File: src/core/cvs_pkg.sv
// shared types and constants for the command value scaling block
package cvs_pkg;

  localparam int CVS_LVL_W  = 16;
  localparam int CVS_GRAD_W = 17;
  localparam int CVS_REF_W  = 16;
  localparam int CVS_CMD_W  = 24;
  localparam int CVS_NUM_W  = 34;
  localparam int CVS_DEN_W  = 16;

  // level units: 0.01 V per lsb on voltage, 0.02 mA per lsb on current
  localparam int CVS_LSB_PER_V  = 100;
  localparam int CVS_LSB_PER_MA = 50;

  // gradient in 0.001 % per V or per mA
  localparam logic [16:0] CVS_GRAD_MIN     = 17'h00001;
  localparam logic [16:0] CVS_GRAD_MAX     = 17'h186A0;
  localparam logic [16:0] CVS_GRAD_DEF_V10 = 17'h02710;
  localparam logic [16:0] CVS_GRAD_DEF_BIP = 17'h02710;
  localparam logic [16:0] CVS_GRAD_DEF_I20 = 17'h01388;
  localparam logic [16:0] CVS_GRAD_DEF_I4  = 17'h0186A;
  localparam logic [16:0] CVS_GRAD_DEF_PRF = 17'h003E8;

  localparam logic signed [15:0] CVS_OFS_V_LIM = 16'sh03E8;
  localparam logic signed [15:0] CVS_OFS_I_LIM = 16'sh03E8;
  localparam logic [15:0]        CVS_IF_V_MAX  = 16'h03E8;
  localparam logic [15:0]        CVS_IF_I_MAX  = 16'h03E8;
  // 3.6 mA on the 4-20 mA loop
  localparam logic signed [15:0] CVS_CB_THRESH = 16'sh00B4;

  localparam logic [2:0] CVS_ERR_NONE  = 3'h0;
  localparam logic [2:0] CVS_ERR_STATE = 3'h1;
  localparam logic [2:0] CVS_ERR_SIG   = 3'h2;
  localparam logic [2:0] CVS_ERR_INV   = 3'h3;
  localparam logic [2:0] CVS_ERR_RANGE = 3'h4;
  localparam logic [2:0] CVS_ERR_ORDER = 3'h5;

  typedef enum logic [2:0] {
    CVS_SIG_V10, CVS_SIG_BIP10, CVS_SIG_I20, CVS_SIG_I4_20, CVS_SIG_PROFILE
  } cvs_sig_t;

  typedef enum logic [2:0] {
    CVS_CM_PQ_OL, CVS_CM_PQ_CL, CVS_CM_POS_OL, CVS_CM_SPEED_CL,
    CVS_CM_POS_CL, CVS_CM_PRES_CL, CVS_CM_PQ, CVS_CM_ALT
  } cvs_mode_t;

  typedef enum logic [1:0] {
    CVS_OP_UNI1, CVS_OP_UNI2, CVS_OP_BIP2, CVS_OP_UNI2_DI
  } cvs_op_t;

  typedef enum logic [1:0] {
    ANALOG_VOLTAGE_INPUT_ONE, ANALOG_CURRENT_INPUT_TWO,
    ANALOG_VOLTAGE_INPUT_THREE, ANALOG_CURRENT_INPUT_FOUR
  } cvs_inp_t;

  typedef struct packed {
    cvs_sig_t                sig;
    logic                    alt_input;
    logic                    invert;
    logic                    cb_en;
    logic [16:0]             gradient;
    logic signed [15:0]      offset;
    logic [15:0]             if_lo;
    logic [15:0]             if_hi;
    logic signed [15:0]      ref_lo;
    logic signed [15:0]      ref_hi;
  } cvs_cfg_t;

  typedef struct packed {
    logic [3:0][15:0] lvl;
  } cvs_adc_t;

  localparam cvs_cfg_t CVS_CFG_RST = '{
    sig: CVS_SIG_V10, alt_input: 1'b0, invert: 1'b0, cb_en: 1'b0,
    gradient: CVS_GRAD_DEF_V10, offset: 16'sh0000,
    if_lo: 16'h0000, if_hi: 16'h03E8,
    ref_lo: 16'sh0000, ref_hi: 16'sh03E8
  };

endpackage : cvs_pkg

File: src/core/cvs_div.sv
// serial restoring divider for the closed loop interpolation
`timescale 1ns/1ns
module cvs_div #(
  parameter int NUM_W = 34,
  parameter int DEN_W = 16
) (
  input  wire logic             ref_clk_in,
  input  wire logic             arst_n_in,
  input  wire logic             start_in,
  input  wire logic [NUM_W-1:0] num_in,
  input  wire logic [DEN_W-1:0] den_in,
  output logic                  busy_out,
  output logic                  done_out,
  output logic [NUM_W-1:0]      quo_out
);
  localparam int CNT_W = $clog2(NUM_W);

  typedef struct packed {
    logic             busy;
    logic             done;
    logic [CNT_W-1:0] cnt;
    logic [DEN_W:0]   rem;
    logic [NUM_W-1:0] quo;
    logic [DEN_W-1:0] den;
  } cvs_div_st_t;

  cvs_div_st_t st_r;
  cvs_div_st_t st_nxt;
  logic [DEN_W+1:0] diff;

  always_comb begin
    st_nxt = st_r;
    st_nxt.done = 1'b0;
    diff = {1'b0, st_r.rem[DEN_W-1:0], st_r.quo[NUM_W-1]}
           - {2'b00, st_r.den};
    if (st_r.busy) begin
      if (!diff[DEN_W+1]) begin
        st_nxt.rem = diff[DEN_W:0];
      end else begin
        st_nxt.rem = {st_r.rem[DEN_W-1:0], st_r.quo[NUM_W-1]};
      end
      st_nxt.quo = {st_r.quo[NUM_W-2:0], ~diff[DEN_W+1]};
      st_nxt.cnt = st_r.cnt - 1'b1;
      if (st_r.cnt == '0) begin
        st_nxt.busy = 1'b0;
        st_nxt.done = 1'b1;
      end
    end else if (start_in) begin
      st_nxt.busy = 1'b1;
      st_nxt.cnt  = CNT_W'(NUM_W - 1);
      st_nxt.rem  = '0;
      st_nxt.quo  = num_in;
      st_nxt.den  = den_in;
    end
  end

  always_ff @(posedge ref_clk_in or negedge arst_n_in) begin
    if (!arst_n_in) begin
      st_r <= '0;
    end else begin
      st_r <= st_nxt;
    end
  end

  assign busy_out = st_r.busy;
  assign done_out = st_r.done;
  assign quo_out  = st_r.quo;

endmodule : cvs_div

File: src/core/cvs_scale.sv
// command value conditioning: type checks, input select and scaling
`timescale 1ns/1ns
// Operation
// - signal types: 0-10V, +/-10V, 0-20mA, 4-20mA, profile
// - bipolar only in bipolar-capable modes, bipolar operation
// - profile type only in alternating control mode
// - signal type auto-selects matching analogue input
// - optional inversion, only in two open loops
// - cable-break detection enable setting
// - open loop gradient/offset, closed loop point pairs
// - gradient 0.001..100.000 percent per volt/milliamp
// - signal type change reloads default gradient
// - non-default gradient accepted with reduced resolution
// - offset only open loop, within +/-10V or +/-20mA
// - lower interface level within 0..10V or 0..20mA
// - upper interface level within same ranges
// - lower reference must be below upper reference
// - interface and reference set only in closed loop
// - gradient and offset set only in open loop
// - settings change only while controller disabled
module cvs_scale
  import cvs_pkg::*;
(
  input  wire logic                        ref_clk_in,
  input  wire logic                        arst_n_in,
  input  wire cvs_mode_t                   ctrl_mode_in,
  input  wire cvs_op_t                     op_mode_in,
  input  wire logic                        ctrl_disabled_in,
  input  wire logic                        cfg_wr_in,
  input  wire cvs_cfg_t                    cfg_in,
  input  wire cvs_inp_t                    feedback_inp_in,
  input  wire logic                        adc_valid_in,
  input  wire cvs_adc_t                    adc_in,
  input  wire logic signed [CVS_CMD_W-1:0] profile_in,
  output cvs_cfg_t                         cfg_out,
  output cvs_inp_t                         inp_sel_out,
  output logic                             cfg_ack_out,
  output logic [2:0]                       cfg_err_out,
  output logic                             reduced_res_out,
  output logic                             same_inp_out,
  output logic                             cable_break_out,
  output logic                             busy_out,
  output logic                             cmd_valid_out,
  output logic signed [CVS_CMD_W-1:0]      cmd_out
);

  typedef struct packed {
    cvs_cfg_t                    cfg;
    cvs_inp_t                    inp;
    logic                        ack;
    logic [2:0]                  err;
    logic                        red;
    logic                        same;
    logic                        cb;
    logic                        pend;
    logic                        neg;
    logic                        vld;
    logic signed [CVS_CMD_W-1:0] cmd;
  } cvs_st_t;

  cvs_st_t st_r;
  cvs_st_t st_nxt;

  logic                  div_start;
  logic [CVS_NUM_W-1:0]  div_num;
  logic [CVS_DEN_W-1:0]  div_den;
  logic                  div_busy;
  logic                  div_done;
  logic [CVS_NUM_W-1:0]  div_quo;

  function automatic logic is_open(input cvs_mode_t m);
    is_open = (m == CVS_CM_PQ_OL) || (m == CVS_CM_POS_OL) ||
              (m == CVS_CM_PQ);
  endfunction : is_open

  function automatic logic bip_ok(input cvs_mode_t m);
    bip_ok = (m == CVS_CM_PQ_OL) || (m == CVS_CM_POS_OL) ||
             (m == CVS_CM_PQ);
  endfunction : bip_ok

  function automatic logic inv_ok(input cvs_mode_t m);
    inv_ok = (m == CVS_CM_PQ_OL) || (m == CVS_CM_POS_OL);
  endfunction : inv_ok

  function automatic logic is_volt(input cvs_sig_t s);
    is_volt = (s == CVS_SIG_V10) || (s == CVS_SIG_BIP10);
  endfunction : is_volt

  function automatic logic [16:0] grad_def(input cvs_sig_t s);
    case (s)
      CVS_SIG_V10:   grad_def = CVS_GRAD_DEF_V10;
      CVS_SIG_BIP10: grad_def = CVS_GRAD_DEF_BIP;
      CVS_SIG_I20:   grad_def = CVS_GRAD_DEF_I20;
      CVS_SIG_I4_20: grad_def = CVS_GRAD_DEF_I4;
      default:       grad_def = CVS_GRAD_DEF_PRF;
    endcase
  endfunction : grad_def

  function automatic cvs_inp_t auto_inp(input cvs_sig_t s,
                                        input logic     alt);
    if (is_volt(s)) begin
      auto_inp = alt ? ANALOG_VOLTAGE_INPUT_THREE
                     : ANALOG_VOLTAGE_INPUT_ONE;
    end else begin
      auto_inp = alt ? ANALOG_CURRENT_INPUT_FOUR
                     : ANALOG_CURRENT_INPUT_TWO;
    end
  endfunction : auto_inp

  function automatic logic [CVS_NUM_W-1:0] mag_num(
    input logic signed [CVS_NUM_W-1:0] v);
    mag_num = v[CVS_NUM_W-1] ? CVS_NUM_W'(-v) : v;
  endfunction : mag_num

  function automatic logic [2:0] check_cfg(input cvs_cfg_t  c,
                                           input cvs_mode_t m,
                                           input cvs_op_t   op,
                                           input logic      dis);
    logic signed [15:0] lim;
    logic [15:0]        ifmax;
    lim   = is_volt(c.sig) ? CVS_OFS_V_LIM : CVS_OFS_I_LIM;
    ifmax = is_volt(c.sig) ? CVS_IF_V_MAX : CVS_IF_I_MAX;
    if (!dis) begin
      check_cfg = CVS_ERR_STATE;
    end else if (c.sig == CVS_SIG_BIP10 &&
                 !(bip_ok(m) && op == CVS_OP_BIP2)) begin
      check_cfg = CVS_ERR_SIG;
    end else if (c.sig == CVS_SIG_PROFILE && m != CVS_CM_ALT) begin
      check_cfg = CVS_ERR_SIG;
    end else if (c.invert && !inv_ok(m)) begin
      check_cfg = CVS_ERR_INV;
    end else if (is_open(m) &&
                 (c.gradient < CVS_GRAD_MIN ||
                  c.gradient > CVS_GRAD_MAX)) begin
      check_cfg = CVS_ERR_RANGE;
    end else if (is_open(m) &&
                 (c.offset > lim || c.offset < -lim)) begin
      check_cfg = CVS_ERR_RANGE;
    end else if (!is_open(m) &&
                 (c.if_lo > ifmax || c.if_hi > ifmax)) begin
      check_cfg = CVS_ERR_RANGE;
    end else if (!is_open(m) &&
                 (c.ref_lo >= c.ref_hi || c.if_lo == c.if_hi)) begin
      check_cfg = CVS_ERR_ORDER;
    end else begin
      check_cfg = CVS_ERR_NONE;
    end
  endfunction : check_cfg

  // configuration path
  logic [2:0]          wr_err;
  cvs_cfg_t            new_cfg;
  cvs_inp_t            new_inp;

  always_comb begin
    wr_err  = check_cfg(cfg_in, ctrl_mode_in, op_mode_in,
                        ctrl_disabled_in);
    new_cfg = st_r.cfg;
    new_cfg.sig       = cfg_in.sig;
    new_cfg.alt_input = cfg_in.alt_input;
    new_cfg.invert    = cfg_in.invert;
    new_cfg.cb_en     = cfg_in.cb_en;
    // fields that do not belong to the present mode keep old values
    if (is_open(ctrl_mode_in)) begin
      new_cfg.gradient = cfg_in.gradient;
      new_cfg.offset   = cfg_in.offset;
    end else begin
      new_cfg.if_lo  = cfg_in.if_lo;
      new_cfg.if_hi  = cfg_in.if_hi;
      new_cfg.ref_lo = cfg_in.ref_lo;
      new_cfg.ref_hi = cfg_in.ref_hi;
    end
    // a type change overrides any gradient written with it
    if (cfg_in.sig != st_r.cfg.sig) begin
      new_cfg.gradient = grad_def(cfg_in.sig);
    end
    new_inp = auto_inp(cfg_in.sig, cfg_in.alt_input);
  end

  // sample path
  logic signed [15:0]          raw_lvl;
  logic signed [15:0]          lvl;
  logic signed [16:0]          ofs_diff;
  logic signed [35:0]          ol_prod;
  logic signed [35:0]          ol_cmd;
  logic signed [16:0]          if_diff;
  logic signed [16:0]          if_span;
  logic signed [16:0]          ref_span;
  logic signed [CVS_NUM_W-1:0] cl_num;
  logic signed [CVS_CMD_W-1:0] cl_q;

  always_comb begin
    raw_lvl = $signed(adc_in.lvl[st_r.inp]);
    // inversion stays inert if the mode left the two inverting open loops
    if (st_r.cfg.invert && inv_ok(ctrl_mode_in)) begin
      lvl = -raw_lvl;
    end else begin
      lvl = raw_lvl;
    end
    ofs_diff = 17'(lvl) - 17'(st_r.cfg.offset);
    ol_prod  = 36'(ofs_diff) * $signed({19'h00000, st_r.cfg.gradient});
    if (is_volt(st_r.cfg.sig)) begin
      ol_cmd = ol_prod / 36'sd100;
    end else begin
      ol_cmd = ol_prod / 36'sd50;
    end
    if_diff  = 17'(lvl) - $signed({1'b0, st_r.cfg.if_lo});
    if_span  = $signed({1'b0, st_r.cfg.if_hi})
               - $signed({1'b0, st_r.cfg.if_lo});
    ref_span = 17'(st_r.cfg.ref_hi) - 17'(st_r.cfg.ref_lo);
    cl_num   = CVS_NUM_W'(if_diff) * CVS_NUM_W'(ref_span);
    div_num  = mag_num(cl_num);
    div_den  = if_span[16] ? CVS_DEN_W'(-if_span)
                           : CVS_DEN_W'(if_span);
    cl_q     = st_r.neg ? -$signed(CVS_CMD_W'(div_quo))
                        : $signed(CVS_CMD_W'(div_quo));
  end

  // a closed loop sample is dropped while the divider is still busy
  assign div_start = adc_valid_in && !is_open(ctrl_mode_in) &&
                     st_r.cfg.sig != CVS_SIG_PROFILE &&
                     !st_r.pend && !div_busy;

  cvs_div #(
    .NUM_W (CVS_NUM_W),
    .DEN_W (CVS_DEN_W)
  ) u_div (
    .ref_clk_in (ref_clk_in),
    .arst_n_in  (arst_n_in),
    .start_in   (div_start),
    .num_in     (div_num),
    .den_in     (div_den),
    .busy_out   (div_busy),
    .done_out   (div_done),
    .quo_out    (div_quo)
  );

  always_comb begin
    st_nxt     = st_r;
    st_nxt.ack = cfg_wr_in;
    st_nxt.vld = 1'b0;
    if (cfg_wr_in) begin
      st_nxt.err = wr_err;
      if (wr_err == CVS_ERR_NONE) begin
        st_nxt.cfg = new_cfg;
        st_nxt.inp = new_inp;
      end
    end
    st_nxt.red  = st_nxt.cfg.gradient != grad_def(st_nxt.cfg.sig);
    st_nxt.same = st_nxt.inp == feedback_inp_in;
    if (adc_valid_in) begin
      // only the 4-20 mA loop has a live-zero to judge a break by
      st_nxt.cb = st_r.cfg.cb_en && st_r.cfg.sig == CVS_SIG_I4_20 &&
                  raw_lvl < CVS_CB_THRESH;
      if (st_r.cfg.sig == CVS_SIG_PROFILE) begin
        st_nxt.cmd = profile_in;
        st_nxt.vld = 1'b1;
      end else if (is_open(ctrl_mode_in)) begin
        st_nxt.cmd = CVS_CMD_W'(ol_cmd);
        st_nxt.vld = 1'b1;
      end else if (div_start) begin
        st_nxt.pend = 1'b1;
        st_nxt.neg  = cl_num[CVS_NUM_W-1] ^ if_span[16];
      end
    end
    if (div_done && st_r.pend) begin
      st_nxt.cmd  = CVS_CMD_W'(st_r.cfg.ref_lo) + cl_q;
      st_nxt.vld  = 1'b1;
      st_nxt.pend = 1'b0;
    end
  end

  always_ff @(posedge ref_clk_in or negedge arst_n_in) begin
    if (!arst_n_in) begin
      st_r      <= '0;
      st_r.cfg  <= CVS_CFG_RST;
      st_r.inp  <= ANALOG_VOLTAGE_INPUT_ONE;
    end else begin
      st_r <= st_nxt;
    end
  end

  assign cfg_out         = st_r.cfg;
  assign inp_sel_out     = st_r.inp;
  assign cfg_ack_out     = st_r.ack;
  assign cfg_err_out     = st_r.err;
  assign reduced_res_out = st_r.red;
  assign same_inp_out    = st_r.same;
  assign cable_break_out = st_r.cb;
  assign busy_out        = st_r.pend | div_busy;
  assign cmd_valid_out   = st_r.vld;
  assign cmd_out         = st_r.cmd;

endmodule : cvs_scale

File: config.mk
export PLATFORM = sky130hd
export DESIGN_NAME = cvs_scale
export DESIGN_NICKNAME = d
export VERILOG_FILES = /design/src/core/cvs_pkg.sv /design/src/core/cvs_div.sv /design/src/core/cvs_scale.sv
export SDC_FILE = /design/constraint.sdc
export NUM_CORES = 2
export LEC_CHECK = 0
export BUFFER_PORTS_ARGS = -buffer_cell sky130_fd_sc_hd__buf_2
export CAP_MARGIN = 40
export CELL_PAD_IN_SITES_DETAIL_PLACEMENT = 1
export CELL_PAD_IN_SITES_GLOBAL_PLACEMENT = 2
export CORE_MARGIN = 1
export CORE_UTILIZATION = 35
export CTS_BUF_LIST = sky130_fd_sc_hd__clkbuf_2 sky130_fd_sc_hd__clkbuf_4 sky130_fd_sc_hd__clkbuf_8
export CTS_CLUSTER_SIZE = 30
export DETAILED_ROUTE_END_ITERATION = 10
export GPL_ROUTABILITY_DRIVEN = 0
export HOLD_SLACK_MARGIN = 0.15
export PLACE_DENSITY_LB_ADDON = 0.1
export SYNTH_ARGS = -nofsm -noshare
export SYNTH_HDL_FRONTEND = slang
export SYNTH_SLANG_ARGS = --single-unit
File: constraint.sdc
create_clock -name ref_clk_in -period 70.4 [get_ports ref_clk_in]
set_input_delay 7.04 -clock ref_clk_in [delete_from_list [all_inputs] [get_ports ref_clk_in]]
set_output_delay 7.04 -clock ref_clk_in [all_outputs]
set_load 0.05 [all_outputs]
==> impl_metrics.ini <==
[synthesis]
synth_edf_count = 0
synth_seq_area_share_pct = 8.55
synth_ff_type = dfrtp_1
synth-simple-area-share_pct = 22.4
synth_xor_area_share_pct = 7.66
synth_top_family_by_area = adder cells
ys_ff_latch = 213
synth-async-reset-ratio_pct = 100
synthTopCellsByArea = fa_1 (17%), ha_1 (9.2%), dfrtp_1 (7.8%)
yosysWarnings = 0
synth_commonest_cells = inv_1 (882), nand2_1 (776), nor2_1 (622)
synthMuxAreaShare_pct = 3.11
synth_top_area_cell = fa_1
synth_cell_types = 155
syn_area_mm2 = 0.0626
synth_top_area_share_pct = 16.8
syn_nets = 9168
synth-compound-area-share_pct = 23.5
synth.avg_cell_area_um2 = 7.84
yosys.area_share.adder_pct = 26.0
yosysMostFrequentCell = inv_1
netlist_instances = 7980

[global_route]
first_global_vias = 67500
grt.total_usage_pct = 29.2
grt_max_degree = 86
antenna_found_initial = 8
grt_overflow_total = 0
grt_pass1_wl_um = 411000

[floorplanning]
initial_core_util_pct = 35.4
fp-row-count = 154
die_h_um = 425
core-area_mm2 = 0.177
die_w_um = 425
io-pin-count = 341
die_area_mm2 = 0.180

[setup_path]
r2r_start = inp_sel_out[0]
path_common_cell = o21a_1
endpoint_kind = flip-flop
max_stage_delay_ns = 0.56
required_ns = 70.96
r2r-end = cmd_out[12]
arrival_ns = 70.42
crit_path_end = cmd_out[12]
crit_slowest_cell = or4_4
start_kind = input port
crit_type = input port to flip-flop
reg2reg_slack_ns = 6.22
worstRegToRegCells = 324
crit_fanout = 8
startpoint = adc_in[49]

[timing]
grt_setup_unrepaired = yes
timing.fmax_ghz = 0.0143
hold_viol = 0
slew_viol_final = 0
setup_viol = 0
maxSlewHeadroom_pct = 37.1
finClkSkew_ns = 0.0981
period_share_pct = 99.2
worst_pin_slew_ns = 0.937
post-route-min-period_ns = 69.86
hold_ws_ns = 0.479

[clocking]
worstSkewPairLatency_ns = 0.72
clock-sinks = 213
cts_tree = yes
clk_path_buf_depth = 3
cts_root_buf = clkbuf_8
cts_made_buffers = 42
clk_pin_slew_ns = 0.06
cts_max_level = 2
postCtsHoldBufs = 0

[drt]
via_count = 64200
wire_per_inst_um = 24.1
drc = 0
drt_iter0_markers = 3334
vias_per_cell = 5.71
ant_nets = 0
drt-total-wl_um = 271000
firstDrtPassIters = 6

[layout]
layout-drive-gt1-share_pct = 24.1
post-route-util_pct = 43.2
area_growth_pct = 22.2
final_design_area_no_fill_mm2 = 0.0765
fin_nets = 10100

[place]
placed_area_mm2 = 0.0719
io_buffers = 340
place_hpwl_um = 227000

[hold_path]
hold_class = flip-flop to flip-flop

[status]
status = complete, no violations

[run]
maxCapViolCount = 0
## worst min-delay path by stage
stage / from / to / slack [ns] / cells after the start
floorplan: u_div.done_out / st_r[26] / 0.44 / 1
global placement: u_div.st_r[70] / u_div.st_r[70] / 0.46 / 1
detailed placement: u_div.st_r[7] / u_div.st_r[7] / 0.47 / 2
CTS: u_div.st_r[70] / u_div.st_r[70] / 0.48 / 1
global route: u_div.st_r[72] / u_div.st_r[72] / 0.50 / 1
finish: u_div.st_r[70] / u_div.st_r[70] / 0.48 / 1
## stage by stage
stage | setup TNS (ns) | std cells | worst slack, ns
floorplan | -68.12 | 7980 | -3.40
global placement | -2.37 | 10900 | -0.388
detailed placement | -39.49 | 11000 | -2.16
CTS | 0 | 11100 | 0.000654
global route | -40.01 | 11200 | -2.25
finish | 0 | 11300 | 0.544
## final cells by class
| class | instances | area [um2] |
|---|---|---|
| sequential | 213 | 5350 |
| clock inverter | 22 | 203 |
| timing repair buffer | 1254 | 8940 |
| tap | 2340 | 2930 |
| clock buffer | 56 | 733 |
| antenna | 6 | 15.0 |
| multi-input combinational | 6471 | 55000 |
| inverter | 888 | 3350 |
| fill | 21400 | 100000 |
## state kept, by name (all words and copies together), names as in the netlist
name / flops
u_div.busy_out: 1
same_inp_out: 1
u_div.done_out: 1
cfg_out: 103
cfg_ack_out: 1
u_div.st_r: 38
cfg_err_out: 3
u_div.quo_out: 34
cmd_valid_out: 1
inp_sel_out: 2
reduced_res_out: 1
st_r: 2
cmd_out: 24
cable_break_out: 1
## per-layer routing
metal	global-route usage, %	up-vias	routed length, um
met4	11.6	8	12900
met1	36.4	32500	115000
met3	2.28	401	9080
met2	51.8	1391	134000
met5	0	-	59
li1	-	29900	-
## kinds of logic (layout without fill, tap and decap cells)
group                    count (synthesis)  in the layout
AO/OA/AOI/OAI                         2048           2048
XOR/XNOR                               547            547
adder cells (fa/ha/maj)                985            985
buffers and inverters                 1296           2220
flip-flops                             213            213
multiplexers                           161            161
other                                    1              7
AND/OR/NAND/NOR                       2729           2729
## cell usage in the layout (no fill, tap or decap), types with 57 or more instances in the layout
cell / instances
buf_4: 860
o21a_1: 66
inv_1: 863
o211ai_1: 63
o21ai_0: 290
nand4_1: 77
mux2_2: 60
a21oi_1: 355
nor4_1: 57
a31oi_1: 65
and3_1: 59
nand2_1: 748
a22oi_1: 61
nor3_1: 181
xor2_1: 162
nand2b_1: 84
nand3_1: 135
ha_1: 416
a21o_1: 125
fa_1: 521
xnor2_1: 355
mux2i_1: 61
and2_1: 181
o21bai_1: 89
or3_1: 94
nor2b_1: 66
dfrtp_1: 196
buf_2: 345
nor2_1: 576
o21ai_1: 78
## what timing repair did
item	CTS	global route
setup endpoints to repair	24	24
cloned	0	0
resized for setup	73	359
pin swaps	42	254
hold endpoints to repair	0	0
buffers inserted	30	160
## worst max-delay path, delay by kind of cell
kind,cells,cell delay [ns]
adders and majority gates,39,11.73
AOI/OAI and AO/OA,116,20.82
and+or+nand+nor,116,22.40
muxes,16,3.98
xor gates and xnor gates,11,1.75
buffers and inverters,26,2.50
Power is not shown: default switching activity piles up to over one toggle a cycle in this logic, so the estimate is an artifact.
